$ cat config.mk
export PLATFORM = sky130hd
export DESIGN_NAME = lmr_regs
export DESIGN_NICKNAME = d
export VERILOG_FILES = /design/src/design/lmr_pkg.sv /design/src/design/lmr_regs.sv
export SDC_FILE = /design/constraint.sdc
export NUM_CORES = 1
export LEC_CHECK = 0
export BUFFER_PORTS_ARGS = -buffer_cell sky130_fd_sc_hd__buf_4
export CORE_AREA = 2 2 134 136
export CTS_BUF_LIST = sky130_fd_sc_hd__clkbuf_8 sky130_fd_sc_hd__clkbuf_16
export DETAILED_ROUTE_END_ITERATION = 8
export DIE_AREA = 0 0 136 138
export GPL_TIMING_DRIVEN = 1
export HOLD_SLACK_MARGIN = 0.15
export MAX_ROUTING_LAYER = met4
export PLACE_DENSITY = 0.8
export SLEW_MARGIN = 15
export SYNTH_ARGS = -nofsm -noshare
export SYNTH_HDL_FRONTEND = slang
export SYNTH_SLANG_ARGS = --single-unit
$ cat constraint.sdc
create_clock -name clk -period 1.8 [get_ports clk]
set_clock_uncertainty 0.2 [all_clocks]
set_input_delay 0.27 -clock clk [delete_from_list [all_inputs] [get_ports clk]]
set_output_delay 0.27 -clock clk [all_outputs]
set_load 0.01 [all_outputs]
$ cat src/design/lmr_pkg.sv
package lmr_pkg;

  // ----------------------------------------------------------------
  // Register select codes
  // ----------------------------------------------------------------
  localparam logic [2:0] SEL_PULSE = 3'h0;
  localparam logic [2:0] SEL_LOW   = 3'h1;
  localparam logic [2:0] SEL_HIGH  = 3'h2;
  localparam logic [2:0] SEL_RAMP  = 3'h3;
  localparam logic [2:0] SEL_MULT  = 3'h4;
  localparam logic [2:0] SEL_SLOW  = 3'h5;
  localparam logic [2:0] SEL_IDLE  = 3'h6;
  localparam logic [2:0] SEL_ENV   = 3'h7;

  // ----------------------------------------------------------------
  // Command byte classes in bits 7 to 6
  // ----------------------------------------------------------------
  localparam logic [1:0] CMD_START  = 2'h0;
  localparam logic [1:0] CMD_CTRL   = 2'h1;
  localparam logic [1:0] CMD_REGSEL = 2'h2;
  localparam logic [1:0] CMD_OUTPUT = 2'h3;

  // ----------------------------------------------------------------
  // Field widths and environment bit positions
  // ----------------------------------------------------------------
  localparam int W_SPEED = 13;
  localparam int W_RAMP  = 16;
  localparam int W_MULT  = 10;
  localparam int W_IDLE  = 3;
  localparam int ENV_AUTO_SLOW = 3;
  localparam int ENV_PORT_FN   = 11;
  localparam int ENV_DIR       = 12;

  // ----------------------------------------------------------------
  // Values after reset
  // ----------------------------------------------------------------
  localparam logic [23:0] RST_WORD = 24'h00_0000;
  localparam logic [15:0] RST_ENV  = 16'h0000;
  localparam logic [7:0]  RST_CMD  = 8'h00;
  localparam logic [3:0]  RST_LVL  = 4'h0;

  typedef struct packed {
    logic [23:0]        pulse_count;
    logic [W_SPEED-1:0] low_speed;
    logic [W_SPEED-1:0] high_speed;
    logic [W_RAMP-1:0]  ramp_rate;
    logic [W_MULT-1:0]  multiplier;
    logic [23:0]        slowdown_point;
    logic [W_IDLE-1:0]  idle_pulses;
    logic [15:0]        environment;
    logic               auto_slowdown_enable;
  } lmr_cfg_t;

  typedef struct packed {
    logic [7:0] start_mode;
    logic [7:0] control_mode;
    logic [7:0] register_select;
    logic [7:0] output_mode;
  } lmr_cmds_t;

  typedef struct packed {
    logic [15:0] current_speed;
    logic [7:0]  idle_counter;
    logic [3:0]  status_high;
    logic [7:0]  status_low;
  } lmr_mon_t;

endpackage

$ cat src/design/lmr_regs.sv
module lmr_regs (
  // Clock, reset and enable
  input  wire logic            clk,
  input  wire logic            reset,
  input  wire logic            ce,
  // Command buffer
  input  wire logic            cmd_we,
  input  wire logic [7:0]      cmd_byte,
  // Write buffer lanes and write command
  input  wire logic [2:0]      wbuf_lane_we,
  input  wire logic [7:0]      wbuf_byte,
  input  wire logic            reg_write_cmd,
  // Read buffer
  output logic [23:0]          rbuf_data,
  // Motion core monitors
  input  wire logic [3:0]      seq_phase,
  input  wire lmr_pkg::lmr_mon_t mon,
  // Port level register
  input  wire logic            port_level_we,
  input  wire logic [3:0]      port_level_wdata,
  output logic [3:0]           port_level_rdata,
  // Multiplexed terminals
  input  wire logic [3:0]      term_in,
  output logic [3:0]           term_out,
  output logic [3:0]           term_oe,
  // Configuration toward the motion core
  output lmr_pkg::lmr_cfg_t    cfg,
  output lmr_pkg::lmr_cmds_t   cmds
);
  import lmr_pkg::*;

  // ----------------------------------------------------------------
  // State
  // ----------------------------------------------------------------
  logic [23:0]        wbuf_q;
  logic [23:0]        pulse_q;
  logic [W_SPEED-1:0] low_q;
  logic [W_SPEED-1:0] high_q;
  logic [W_RAMP-1:0]  ramp_q;
  logic [W_MULT-1:0]  mult_q;
  logic [23:0]        slow_q;
  logic [W_IDLE-1:0]  idle_q;
  logic [15:0]        env_q;
  logic [7:0]         start_q;
  logic [7:0]         ctrl_q;
  logic [7:0]         regsel_q;
  logic [7:0]         outmode_q;
  logic [3:0]         lvl_q;
  logic [23:0]        rbuf_q;

  // ----------------------------------------------------------------
  // Decoding
  // ----------------------------------------------------------------
  wire logic [2:0]  sel       = regsel_q[2:0];
  wire logic [1:0]  cmd_class = cmd_byte[7:6];
  wire logic        port_mode = env_q[ENV_PORT_FN];
  wire logic [3:0]  dir_in    = env_q[ENV_DIR+3:ENV_DIR];
  // A direction bit of 0 makes an output; all are ignored in phase use.
  wire logic [3:0]  out_mask  = port_mode ? ~dir_in : 4'hf;
  wire logic        commit    = reg_write_cmd;
  wire logic [15:0] status    = {mon.status_high, seq_phase,
                                 mon.status_low};

  // Write buffer lane i holds bits 8*i+7 to 8*i.
  function automatic logic [23:0] lane_load(input logic [23:0] cur,
                                            input logic [2:0]  we,
                                            input logic [7:0]  b);
    logic [23:0] r;
    r = cur;
    for (int i = 0; i < 3; i++)
      if (we[i])
        r[8*i +: 8] = b;
    return r;
  endfunction

  function automatic logic wr_to(input logic [2:0] code);
    return commit && (sel == code);
  endfunction

  // ----------------------------------------------------------------
  // Read multiplexer
  // ----------------------------------------------------------------
  logic [23:0] rd_mux;
  always_comb
  begin
    unique case (sel)
      SEL_PULSE: rd_mux = pulse_q;
      SEL_LOW:   rd_mux = {start_q, 3'h0, low_q};
      SEL_HIGH:  rd_mux = {ctrl_q, 3'h0, high_q};
      SEL_RAMP:  rd_mux = {regsel_q, ramp_q};
      SEL_MULT:  rd_mux = {outmode_q, 6'h00, mult_q};
      SEL_SLOW:  rd_mux = {env_q[7:0], slow_q[15:0]};
      SEL_IDLE:  rd_mux = {mon.current_speed, 5'h00, idle_q};
      SEL_ENV:   rd_mux = {mon.idle_counter, status};
    endcase
  end

  // ----------------------------------------------------------------
  // Next values of the port and environment state
  // ----------------------------------------------------------------
  // Input terminals keep their stored level so a later direction change
  // does not glitch them to a stale value written while they were inputs.
  wire logic [3:0] lvl_d =
    (lvl_q & ~out_mask) | (port_level_wdata & out_mask);
  // The reserved top byte of the environment is never stored; the host
  // keeps it at zero.
  wire logic [15:0] env_d = wbuf_q[15:0];

  // ----------------------------------------------------------------
  // Command buffer
  // ----------------------------------------------------------------
  always_ff @(posedge clk)
  begin
    if (reset)
    begin
      start_q   <= RST_CMD;
      ctrl_q    <= RST_CMD;
      regsel_q  <= RST_CMD;
      outmode_q <= RST_CMD;
    end
    else if (ce && cmd_we)
    begin
      unique case (cmd_class)
        CMD_START:  start_q   <= cmd_byte;
        CMD_CTRL:   ctrl_q    <= cmd_byte;
        CMD_REGSEL: regsel_q  <= cmd_byte;
        CMD_OUTPUT: outmode_q <= cmd_byte;
      endcase
    end
  end

  // ----------------------------------------------------------------
  // Write buffer and read buffer
  // ----------------------------------------------------------------
  always_ff @(posedge clk)
  begin
    if (reset)
    begin
      wbuf_q <= RST_WORD;
      rbuf_q <= RST_WORD;
    end
    else if (ce)
    begin
      wbuf_q <= lane_load(wbuf_q, wbuf_lane_we, wbuf_byte);
      rbuf_q <= rd_mux;
    end
  end

  // ----------------------------------------------------------------
  // Registers, committed by the write command
  // ----------------------------------------------------------------
  always_ff @(posedge clk)
  begin
    if (reset)
    begin
      pulse_q <= RST_WORD;
      low_q   <= RST_WORD[W_SPEED-1:0];
      high_q  <= RST_WORD[W_SPEED-1:0];
      ramp_q  <= RST_WORD[W_RAMP-1:0];
      mult_q  <= RST_WORD[W_MULT-1:0];
      slow_q  <= RST_WORD;
      idle_q  <= RST_WORD[W_IDLE-1:0];
      env_q   <= RST_ENV;
    end
    else if (ce)
    begin
      if (wr_to(SEL_PULSE))
        pulse_q <= wbuf_q;
      if (wr_to(SEL_LOW))
        low_q <= wbuf_q[W_SPEED-1:0];
      if (wr_to(SEL_HIGH))
        high_q <= wbuf_q[W_SPEED-1:0];
      if (wr_to(SEL_RAMP))
        ramp_q <= wbuf_q[W_RAMP-1:0];
      if (wr_to(SEL_MULT))
        mult_q <= wbuf_q[W_MULT-1:0];
      if (wr_to(SEL_SLOW))
        slow_q <= wbuf_q;
      if (wr_to(SEL_IDLE))
        idle_q <= wbuf_q[W_IDLE-1:0];
      if (wr_to(SEL_ENV))
        env_q <= env_d;
    end
  end

  // ----------------------------------------------------------------
  // Port level register
  // ----------------------------------------------------------------
  always_ff @(posedge clk)
  begin
    if (reset)
      lvl_q <= RST_LVL;
    else if (ce && port_level_we)
      lvl_q <= lvl_d;
  end

  // ----------------------------------------------------------------
  // Outputs
  // ----------------------------------------------------------------
  assign rbuf_data        = rbuf_q;
  assign port_level_rdata = term_in;
  assign term_out = port_mode ? lvl_q : seq_phase;
  assign term_oe  = out_mask;

  assign cfg.pulse_count          = pulse_q;
  assign cfg.low_speed            = low_q;
  assign cfg.high_speed           = high_q;
  assign cfg.ramp_rate            = ramp_q;
  assign cfg.multiplier           = mult_q;
  assign cfg.slowdown_point       = slow_q;
  assign cfg.idle_pulses          = idle_q;
  assign cfg.environment          = env_q;
  assign cfg.auto_slowdown_enable = env_q[ENV_AUTO_SLOW];

  assign cmds.start_mode      = start_q;
  assign cmds.control_mode    = ctrl_q;
  assign cmds.register_select = regsel_q;
  assign cmds.output_mode     = outmode_q;

endmodule // lmr_regs

* After elaboration in Yosys (flattened, before gate mapping) *
Index checks and enable logic that the tools add are counted.

word-level totals
  flip-flop bits (word level) = 203
  output and inout port bits = 188
  logic and storage cells = 62

operators by class
  equality and inequality tests = 10
  mux-type cells = 3
  bitwise logic cells = 5
  reductions and logical operators = 27

operators by type and width
  cell                number
  $pmux 24 s8         1
  $reduce_and 2->1    15
  $eq 3x3->1 const B  4
  $logic_and 1x1->1   10
  $and 4x4->4         2
  $mux 4              2
  $not 4->4           2
  $eq 3x2->1 const B  2
  $eq 2x2->1 const B  2
  $or 4x4->4          1
  $eq 3x1->1 const B  1
  $logic_not 3->1     1
  $eq 2x1->1 const B  1
  $logic_not 2->1     1

* Longest topological paths before layout *
Gate-level depths: netlist (run 1).

  word-level depth = 5
  depth in mapped cells = 8
  depth with buffers taken out = 4

* Worst setup path before layout (run 1) *
OpenSTA, ideal clock, no wires.

  path type = register to register
  start = register regsel_q[1]
  end = register rbuf_q[11], in the netlist rbuf_data[11]
  library setup time = 132 ps
  arrival = 1407 ps
  path slack = 61 ps
  cell stages (with the launch flop) = 8
  path buffers = 3
  period minus slack after synthesis = 1739 ps
  path through = dfxtp_1 -> buf_4 -> buf_4 -> buf_2 -> mux2i_1 -> nand2_1 -> a31oi_1 -> o32ai_1

between the ends
  word-level cells in the longest chain between the ends = 2
  elaborated cells on any way between the ends = 9
  those cells by class = 7 x eq/ne; 1 x mux; 1 x reduce/logical

RTL lines
  element                             line             RTL
  start, declared                     lmr_regs.sv:46   logic [7:0] regsel_q;
  start signal, assigned              lmr_regs.sv:126  CMD_REGSEL: regsel_q <= cmd_byte;
  $eq 3x3->1 (tied with other cells)  lmr_regs.sv:86   unique case (sel)
  $pmux 24 s8 *                       lmr_regs.sv:86
  end signal, assigned                lmr_regs.sv:145  rbuf_q <= rd_mux;
  end, declared                       lmr_regs.sv:49   logic [23:0] rbuf_q;

Every way passes the cells marked *; elsewhere a longest branch is shown, timed or not.
A chain may end at the register's enable or synchronous reset.

* Worst setup path after layout (run 1) *
  start = register env_q[11]
  end = output term_out[1]

between the ends
  word-level cells in the longest chain between the ends = 1

RTL lines
  element                 line             RTL
  start, declared         lmr_regs.sv:43   logic [15:0] env_q;
  start signal, assigned  lmr_regs.sv:182  env_q <= env_d;
  $mux 4                  lmr_regs.sv:202  assign term_out = port_mode ? lvl_q : seq_phase;
  end, declared           lmr_regs.sv:24   output logic [3:0] term_out,

No other way between the ends.

==> impl_metrics.prom, run 1 <==
# TYPE chip_impl_metric gauge
chip_impl_info{name="run_status",value="finished, violations left"} 1
chip_impl_info{name="violations",value="negative setup slack"} 1
chip_impl_metric{name="drt_drc_violations_left",unit=""} 0
chip_impl_metric{name="synthesis.area",unit="µm²"} 8900
chip_impl_metric{name="grt_overflow",unit=""} 0
chip_impl_metric{name="cts.sinks",unit=""} 203
chip_impl_metric{name="antenna_left",unit=""} 0
chip_impl_info{name="cell_accounting_for_the_most_synthesized_area",value="sky130_fd_sc_hd__dfxtp_1"} 1
chip_impl_info{name="worstHoldEndpoint",value="rbuf_data[19]"} 1
chip_impl_metric{name="design_power_total",unit="mW"} 9.85
chip_impl_info{name="timing_worst_setup_path_type",value="reg -> out"} 1
chip_impl_metric{name="die_w",unit="µm"} 136
chip_impl_metric{name="grt_max_degree",unit=""} 44
chip_impl_metric{name="grt_antenna_before_repair",unit=""} 2
chip_impl_metric{name="post_drt_via_cell_ratio",unit=""} 5.79
chip_impl_metric{name="cell_internal_pwr",unit="mW"} 7.42
chip_impl_metric{name="p_leak",unit="nW"} 5.03
chip_impl_metric{name="dpl_worst_slack",unit="ns"} -0.0921
chip_impl_info{name="clockRootBuffer",value="sky130_fd_sc_hd__clkbuf_16"} 1
chip_impl_metric{name="vias_in_the_first_global_route",unit=""} 8926
chip_impl_metric{name="r2r.worst_path.cells",unit=""} 5
chip_impl_info{name="hold_path.startpoint",value="mon[31]"} 1
chip_impl_metric{name="timing_max_transition_violations_final",unit=""} 0
chip_impl_metric{name="reg_to_reg_slack_setup",unit="ns"} 0
chip_impl_metric{name="power_per_cell_area",unit="nW/µm²"} 775
chip_impl_info{name="hold_path_class",value="in -> reg"} 1
chip_impl_metric{name="routed-via-count",unit=""} 9586
chip_impl_metric{name="clock_insertion_delay_worst_skew",unit="ns"} 0.51
chip_impl_metric{name="synthesis.yosys.warnings",unit=""} 0
chip_impl_metric{name="postSynthNetCount",unit=""} 1173
chip_impl_metric{name="placed_cell_area",unit="µm²"} 11200
chip_impl_metric{name="synth_cell_types",unit=""} 54
chip_impl_metric{name="combPwrFrac",unit="%"} 9.8
chip_impl_metric{name="core_area",unit="µm²"} 17500
chip_impl_metric{name="power.clock.fraction",unit="%"} 42.6
chip_impl_metric{name="synth_cells",unit=""} 1100
chip_impl_metric{name="timing.critical_path.fanout_max",unit=""} 6
chip_impl_metric{name="timing.critical_path.arrival",unit="ns"} 1.34
chip_impl_metric{name="setup_viol",unit=""} 6
chip_impl_info{name="synth.top_cells.by_area",value="sky130_fd_sc_hd__dfxtp_1 (46%), sky130_fd_sc_hd__nand2_1 (13%), sky130_fd_sc_hd__a21oi_1 (9.1%), sky130_fd_sc_hd__mux2i_1 (5.3%), sky130_fd_sc_hd__nor2_1 (2.7%)"} 1
chip_impl_metric{name="dpl.hpwl",unit="µm"} 23200
chip_impl_info{name="clock_tree_from_tritoncts",value="built"} 1
chip_impl_metric{name="detailedRoute.firstIterationViolations",unit=""} 841
chip_impl_metric{name="worst_hold_path.num_cells",unit=""} 4
chip_impl_metric{name="drive_gt1_share",unit="%"} 28.4
chip_impl_metric{name="gp_congestion",unit=""} 0.948
chip_impl_metric{name="hold_ws",unit="ns"} 0.161
chip_impl_metric{name="hold_viol_final",unit=""} 0
chip_impl_info{name="synth_top_flop_cell",value="sky130_fd_sc_hd__dfxtp_1"} 1
chip_impl_metric{name="path_buf_inv",unit=""} 1
chip_impl_metric{name="design_area",unit="µm²"} 12700
chip_impl_metric{name="synth-async-reset-ratio",unit="%"} 0
chip_impl_info{name="series_of_cell_instances_along_the_critical_path",value="mux2_4 -> buf_6"} 1
chip_impl_info{name="crit_slowest_cell",value="sky130_fd_sc_hd__dfxtp_4"} 1
chip_impl_metric{name="globalRouteTotalUtil",unit="%"} 34.9
chip_impl_metric{name="cts_buffers",unit=""} 21
chip_impl_info{name="post-synth-top-count-cell",value="sky130_fd_sc_hd__nand2_1"} 1
chip_impl_metric{name="fin_crit",unit="ns"} 1.81
chip_impl_metric{name="postSynthRegisterBits",unit=""} 203
chip_impl_metric{name="grt_first_pass_wirelength",unit="µm"} 49700
chip_impl_info{name="origin_of_the_critical_flop_to_flop_path",value="regsel_q[2]"} 1
chip_impl_metric{name="wirelength",unit="µm"} 34100
chip_impl_metric{name="cap_viol_max_count",unit=""} 0
chip_impl_metric{name="synth_enable_flop_cells",unit=""} 0
chip_impl_metric{name="place.port_buffers",unit=""} 252
chip_impl_metric{name="cts_htree_levels",unit=""} 1
chip_impl_metric{name="crit_required",unit="ns"} 1.33
chip_impl_metric{name="synth_largest_type_area_fraction",unit="%"} 45.7
chip_impl_metric{name="fp.dieH",unit="µm"} 138
chip_impl_info{name="cp-start-kind",value="register"} 1
chip_impl_metric{name="slowest_stage_delay_on_critical_path",unit="ns"} 0.40
chip_impl_metric{name="finalCritPeriodShare",unit="%"} 101
chip_impl_metric{name="final_nets",unit=""} 1485
chip_impl_metric{name="finish.cell_count_without_fillers",unit=""} 1656
chip_impl_metric{name="design.die.area",unit="µm²"} 18800
chip_impl_metric{name="post_drt_wl_per_cell",unit="µm"} 20.6
chip_impl_metric{name="cts.clk_slew.worst_paths",unit="ns"} 0.06
chip_impl_metric{name="p_sw",unit="mW"} 2.43
chip_impl_metric{name="share_of_total_power_consumed_by_net_switching",unit="%"} 24.7
chip_impl_metric{name="max_freq",unit="GHz"} 0.551
chip_impl_metric{name="max-clock-path-buffers",unit=""} 3
chip_impl_metric{name="post-place-cells",unit=""} 1549
chip_impl_metric{name="pwr-share-seq",unit="%"} 47.6
chip_impl_metric{name="synth.avg_cell_area",unit="µm²"} 8.09
chip_impl_metric{name="worst_slew_pin_slew",unit="ns"} 0.634
chip_impl_info{name="worstReg2RegEnd",value="rbuf_data[6]"} 1
chip_impl_metric{name="power.ir.vdd_worst",unit="µV"} 635
chip_impl_metric{name="detail_route.first_pass.iterations",unit=""} 5
chip_impl_metric{name="final_critical_path_setup_slack",unit="ns"} -0.0146
chip_impl_info{name="endpoint_kind",value="output pin"} 1
chip_impl_metric{name="syn_to_final_growth",unit="%"} 43.0
chip_impl_info{name="worst_path_dominant_cell_family",value="flip-flops"} 1
chip_impl_metric{name="proportion_of_synthesized_chip_area_in_sequential_cells",unit="%"} 45.7
chip_impl_metric{name="initial_utilization",unit="%"} 50.7
chip_impl_metric{name="io_pins",unit=""} 261
chip_impl_info{name="synthTopCellsByCount",value="sky130_fd_sc_hd__nand2_1 (302), sky130_fd_sc_hd__dfxtp_1 (203), sky130_fd_sc_hd__a21oi_1 (161), sky130_fd_sc_hd__nor2_1 (65), sky130_fd_sc_hd__mux2i_1 (47)"} 1
chip_impl_metric{name="std_cell_rows",unit=""} 49
chip_impl_info{name="unrepaired_setup_endpoints_after_global_routing",value="yes"} 1
chip_impl_metric{name="max-slew-margin-rel",unit="%"} 57.7
## metal layers
layer  share of wire, %  vias up  GRT usage, %  wire (µm)
met4                5.1        0          15.4       1750
met2                 46      589          53.2      15600
li1                   -     4369             -          -
met5                  0        -             -          0
met3                 10      138          7.08       3510
met1                 39     4490          44.8      13300
## through the flow
step	util, %	setup TNS [ns]
floorplan	-	0
global placement	64.1	-0.220
detailed placement	64.1	-0.755
CTS	71.6	-0.180
global route	72.5	-0.411
finish	72.5	-0.0619
## flip-flops by register name (all words and copies together), names as in the netlist, 8 cells and up, named ones only
register	flops
env_q	16
outmode_q	8
slow_q	24
ramp_q	16
ctrl_q	8
mult_q	10
low_q	13
regsel_q	8
wbuf_q	24
pulse_q	24
high_q	13
start_q	8
rbuf_data	24
## power by group through the flow
stage / clock [mW] / sequential (mW) / combinational [mW]
after floorplan: 0 / 4.74 / 0.420
after global placement: 0 / 4.78 / 0.800
after detailed placement: 0 / 4.78 / 0.808
after CTS: 4.16 / 4.68 / 0.913
after global routing: 4.38 / 4.69 / 1.02
final: 4.20 / 4.69 / 0.965
## cell families (layout without fill, tap and decap cells)
logic type	Yosys count	after routing	share of synthesized area, %
AOI/OAI and AO/OA	268	268	18.5
buffers and inverters	120	445	6.98
DFF	203	203	45.7
muxes	59	59	6.93
other	0	2	0
and+or+nand+nor	450	450	21.9
## layout by cell type, fill, tap and decap left out, drive strengths merged, types with 11 or more instances in the layout
cell / Yosys / layout
buf: 62 / 319
nand2: 303 / 303
dfxtp: 203 / 203
a21oi: 161 / 161
nor2: 71 / 71
dlygate4sd3: 0 / 59
mux2i: 47 / 47
inv: 27 / 33
nand3: 27 / 27
o21ai: 26 / 26
clkbuf: 31 / 24
nor2b: 18 / 18
o22ai: 14 / 14
a221oi: 13 / 13
mux2: 11 / 11
## timing repair
| item | CTS | global route |
|---|---|---|
| gates cloned | 1 | 0 |
| buffers inserted | 2 | 5 |
| hold buffers | 61 | 2 |
| setup endpoints to repair | 51 | 54 |
| gates resized for setup | 4 | 41 |
| pin swaps | 0 | 2 |
| hold endpoints to repair | 127 | 1 |
## worst max path at each step
stage / startpoint / to / slack, ns / depth (start not counted)
2_1_floorplan: regsel_q[1] / rbuf_data[11] / 0.06 / 7
3_3_place_gp: regsel_q[0] / rbuf_data[22] / -0.10 / 5
3_5_place_dp: regsel_q[0] / rbuf_data[22] / -0.09 / 5
6_report: env_q[11] / term_out[1] / -0.01 / 2
5_1_grt: regsel_q[2] / rbuf_data[6] / -0.07 / 5
4_1_cts: env_q[11] / term_out[1] / -0.04 / 2
## tightest hold or removal path, stage by stage
cell                        delay, ns
sky130_fd_sc_hd__buf_4           0.08
sky130_fd_sc_hd__o2bb2ai_1       0.12
sky130_fd_sc_hd__a221oi_2        0.07
sky130_fd_sc_hd__nor4_1          0.26
## cell type report
class	instances	area, µm²
Fill cell	1306	4810
Multi-Input combinational cell	777	4290
Sequential cell	203	4080
Timing Repair Buffer	382	3300
Clock buffer	24	567
Tap cell	229	287
Inverter	27	101
Clock inverter	12	87.6
Antenna cell	2	5.00
No activity file was read; power rests on OpenSTA's default activity.
==> run 2: changes to the inputs <==
Clock period 1.8 ns to 1.85 ns, I/O delays scaled along.
==> run 2 against run 1 <==
The run still ends with negative setup slack left. Sequential share of layout area up 0.41 points. Power fell by 2.8%. Count of clock-buffer cells in the layout up 1. Hold slack lost 0.0079 ns. Critical path type is now reg -> reg. Core utilization down 0.96 points. Non-clock buffer count is 13 lower. Largest cell class unchanged. First-iteration DRC count is 35% higher. Cell count shrank 0.79%.
==> impl_metrics.prom, run 2 (same netlist as run 1, synthesis figures left out) <==
# TYPE chip_impl_metric gauge
chip_impl_info{name="run_status",value="finished, violations left"} 1
chip_impl_info{name="violations",value="negative setup slack"} 1
chip_impl_metric{name="crit_required",unit="ns"} 2.05
chip_impl_metric{name="max-clock-path-buffers",unit=""} 3
chip_impl_metric{name="routed-via-count",unit=""} 9622
chip_impl_metric{name="reg_to_reg_slack_setup",unit="ns"} -0.02
chip_impl_metric{name="vias_in_the_first_global_route",unit=""} 9145
chip_impl_metric{name="drt_drc_violations_left",unit=""} 0
chip_impl_metric{name="placed_cell_area",unit="µm²"} 11200
chip_impl_metric{name="post_drt_wl_per_cell",unit="µm"} 20.5
chip_impl_metric{name="std_cell_rows",unit=""} 49
chip_impl_info{name="worstHoldEndpoint",value="rbuf_data[9]"} 1
chip_impl_metric{name="place.port_buffers",unit=""} 252
chip_impl_metric{name="hold_viol_final",unit=""} 0
chip_impl_metric{name="design_area",unit="µm²"} 12600
chip_impl_info{name="series_of_cell_instances_along_the_critical_path",value="buf_12 -> nor2b_1 -> o22ai_1 -> o21ai_0 -> a2111oi_2"} 1
chip_impl_metric{name="final_critical_path_setup_slack",unit="ns"} -0.0193
chip_impl_metric{name="cts_htree_levels",unit=""} 1
chip_impl_metric{name="timing_max_transition_violations_final",unit=""} 0
chip_impl_info{name="cp-start-kind",value="register"} 1
chip_impl_info{name="timing_worst_setup_path_type",value="reg -> reg"} 1
chip_impl_metric{name="detailedRoute.firstIterationViolations",unit=""} 1133
chip_impl_metric{name="cts.clk_slew.worst_paths",unit="ns"} 0.06
chip_impl_metric{name="cts_buffers",unit=""} 21
chip_impl_metric{name="p_leak",unit="nW"} 4.90
chip_impl_metric{name="post-place-cells",unit=""} 1544
chip_impl_metric{name="clock_insertion_delay_worst_skew",unit="ns"} 0.51
chip_impl_metric{name="grt_antenna_before_repair",unit=""} 0
chip_impl_metric{name="initial_utilization",unit="%"} 50.7
chip_impl_metric{name="grt_overflow",unit=""} 0
chip_impl_info{name="clock_tree_from_tritoncts",value="built"} 1
chip_impl_metric{name="final_nets",unit=""} 1472
chip_impl_metric{name="drive_gt1_share",unit="%"} 27.5
chip_impl_metric{name="max_freq",unit="GHz"} 0.535
chip_impl_metric{name="core_area",unit="µm²"} 17500
chip_impl_metric{name="setup_viol",unit=""} 1
chip_impl_metric{name="syn_to_final_growth",unit="%"} 41.1
chip_impl_info{name="most_frequent_standard_cell_in_the_layout_excluding_fill_and_tap_cells",value="sky130_fd_sc_hd__nand2_1"} 1
chip_impl_info{name="hold_path.startpoint",value="mon[21]"} 1
chip_impl_metric{name="design.die.area",unit="µm²"} 18800
chip_impl_info{name="crit_slowest_cell",value="sky130_fd_sc_hd__dfxtp_4"} 1
chip_impl_metric{name="cts.sinks",unit=""} 203
chip_impl_metric{name="max-slew-margin-rel",unit="%"} 58.0
chip_impl_metric{name="post_drt_via_cell_ratio",unit=""} 5.86
chip_impl_metric{name="die_w",unit="µm"} 136
chip_impl_info{name="worst_path_dominant_cell_family",value="compound AO/OA/AOI/OAI gates"} 1
chip_impl_metric{name="grt_first_pass_wirelength",unit="µm"} 50600
chip_impl_metric{name="finalCritPeriodShare",unit="%"} 101
chip_impl_info{name="layout.cells.most_common_list",value="sky130_fd_sc_hd__nand2_1 (301), sky130_fd_sc_hd__buf_4 (287), sky130_fd_sc_hd__dfxtp_1 (199)"} 1
chip_impl_metric{name="diodes",unit=""} 0
chip_impl_metric{name="cap_viol_max_count",unit=""} 0
chip_impl_info{name="endpoint_kind",value="register"} 1
chip_impl_metric{name="power.ir.vdd_worst",unit="µV"} 718
chip_impl_info{name="clockRootBuffer",value="sky130_fd_sc_hd__clkbuf_16"} 1
chip_impl_metric{name="worst_slew_pin_slew",unit="ns"} 0.630
chip_impl_metric{name="gp_congestion",unit=""} 0.934
chip_impl_info{name="unrepaired_setup_endpoints_after_global_routing",value="yes"} 1
chip_impl_metric{name="power_per_cell_area",unit="nW/µm²"} 763
chip_impl_metric{name="slowest_stage_delay_on_critical_path",unit="ns"} 0.40
chip_impl_metric{name="detail_route.first_pass.iterations",unit=""} 6
chip_impl_metric{name="path_buf_inv",unit=""} 1
chip_impl_metric{name="timing.critical_path.arrival",unit="ns"} 2.07
chip_impl_metric{name="dpl.hpwl",unit="µm"} 23500
chip_impl_info{name="origin_of_the_critical_flop_to_flop_path",value="regsel_q[2]"} 1
chip_impl_metric{name="finish.cell_count_without_fillers",unit=""} 1643
chip_impl_info{name="worstReg2RegEnd",value="rbuf_data[3]"} 1
chip_impl_metric{name="timing.critical_path.fanout_max",unit=""} 21
chip_impl_metric{name="globalRouteTotalUtil",unit="%"} 35.5
chip_impl_metric{name="io_pins",unit=""} 261
chip_impl_metric{name="fin_crit",unit="ns"} 1.87
chip_impl_metric{name="grt_max_degree",unit=""} 51
chip_impl_metric{name="r2r.worst_path.cells",unit=""} 5
chip_impl_metric{name="antenna_left",unit=""} 0
chip_impl_metric{name="worst_hold_path.num_cells",unit=""} 4
chip_impl_info{name="hold_path_class",value="in -> reg"} 1
chip_impl_metric{name="wirelength",unit="µm"} 33700
chip_impl_metric{name="fp.dieH",unit="µm"} 138
run 2: worst max path at each step:
stage | startpoint | endpoint | slack [ns] | cells after the start
6_report | regsel_q[2] | rbuf_data[3] | -0.02 | 5
5_1_grt | env_q[11] | term_out[1] | -0.02 | 2
4_1_cts | env_q[11] | term_out[1] | -0.01 | 2
3_5_place_dp | regsel_q[0] | rbuf_data[17] | -0.02 | 4
3_3_place_gp | regsel_q[0] | rbuf_data[10] | -0.02 | 5
2_1_floorplan | regsel_q[1] | rbuf_data[11] | 0.11 | 7
run 2: final cells by class:
type,instances,area [µm²]
Clock buffer,25,581
Timing Repair Buffer,369,3130
Inverter,27,101
Sequential cell,203,4080
Tap cell,229,287
Multi-Input combinational cell,777,4290
Clock inverter,13,80.1
Fill cell,1343,4980
run 2: report_power, final:
group / internal (mW) / switching, mW
clock network: 2.36 / 1.74
logic: 0.436 / 0.480
registers: 4.45 / 0.120
total: 7.24 / 2.34
run 2: metrics by stage:
step / total power, mW / hold WS (ns) / worst slack, ns / utilization (%) / setup TNS, ns
floorplan: 5.02 / 0.213 / 0.111 / - / 0
global placement: 5.42 / 0.229 / -0.0155 / 63.6 / -0.0176
detailed placement: 5.43 / 0.236 / -0.0240 / 63.6 / -0.0246
CTS: 9.53 / 0.152 / -0.0147 / 71.1 / -0.0193
global route: 9.84 / 0.181 / -0.0209 / 71.6 / -0.0869
finish: 9.58 / 0.153 / -0.0193 / 71.6 / -0.0193
run 2: layer usage:
| metal | track usage [%] | routed length, µm | vias to the layer above |
|---|---|---|---|
| li1 | - | - | 4355 |
| met1 | 46.2 | 13000 | 4493 |
| met2 | 53.7 | 15500 | 662 |
| met3 | 5.43 | 3600 | 112 |
| met4 | 17.7 | 1630 | 0 |
| met5 | - | 0 | - |
run 2: what timing repair did:
item / 4_1_cts / 5_1_grt
hold buffers: 63 / 0
resized for setup: 5 / 29
buffers inserted: 1 / 0
setup endpoints to repair: 8 / 71
hold endpoints to repair: 113 / 0
run 2: worst reg2reg max path, cell delays in order, from the launching register on:
cell and delay [ns]:
sky130_fd_sc_hd__dfxtp_4 0.40, sky130_fd_sc_hd__buf_12 0.18, sky130_fd_sc_hd__nor2b_1 0.15, sky130_fd_sc_hd__o22ai_1 0.23
sky130_fd_sc_hd__o21ai_0 0.22, sky130_fd_sc_hd__a2111oi_2 0.39
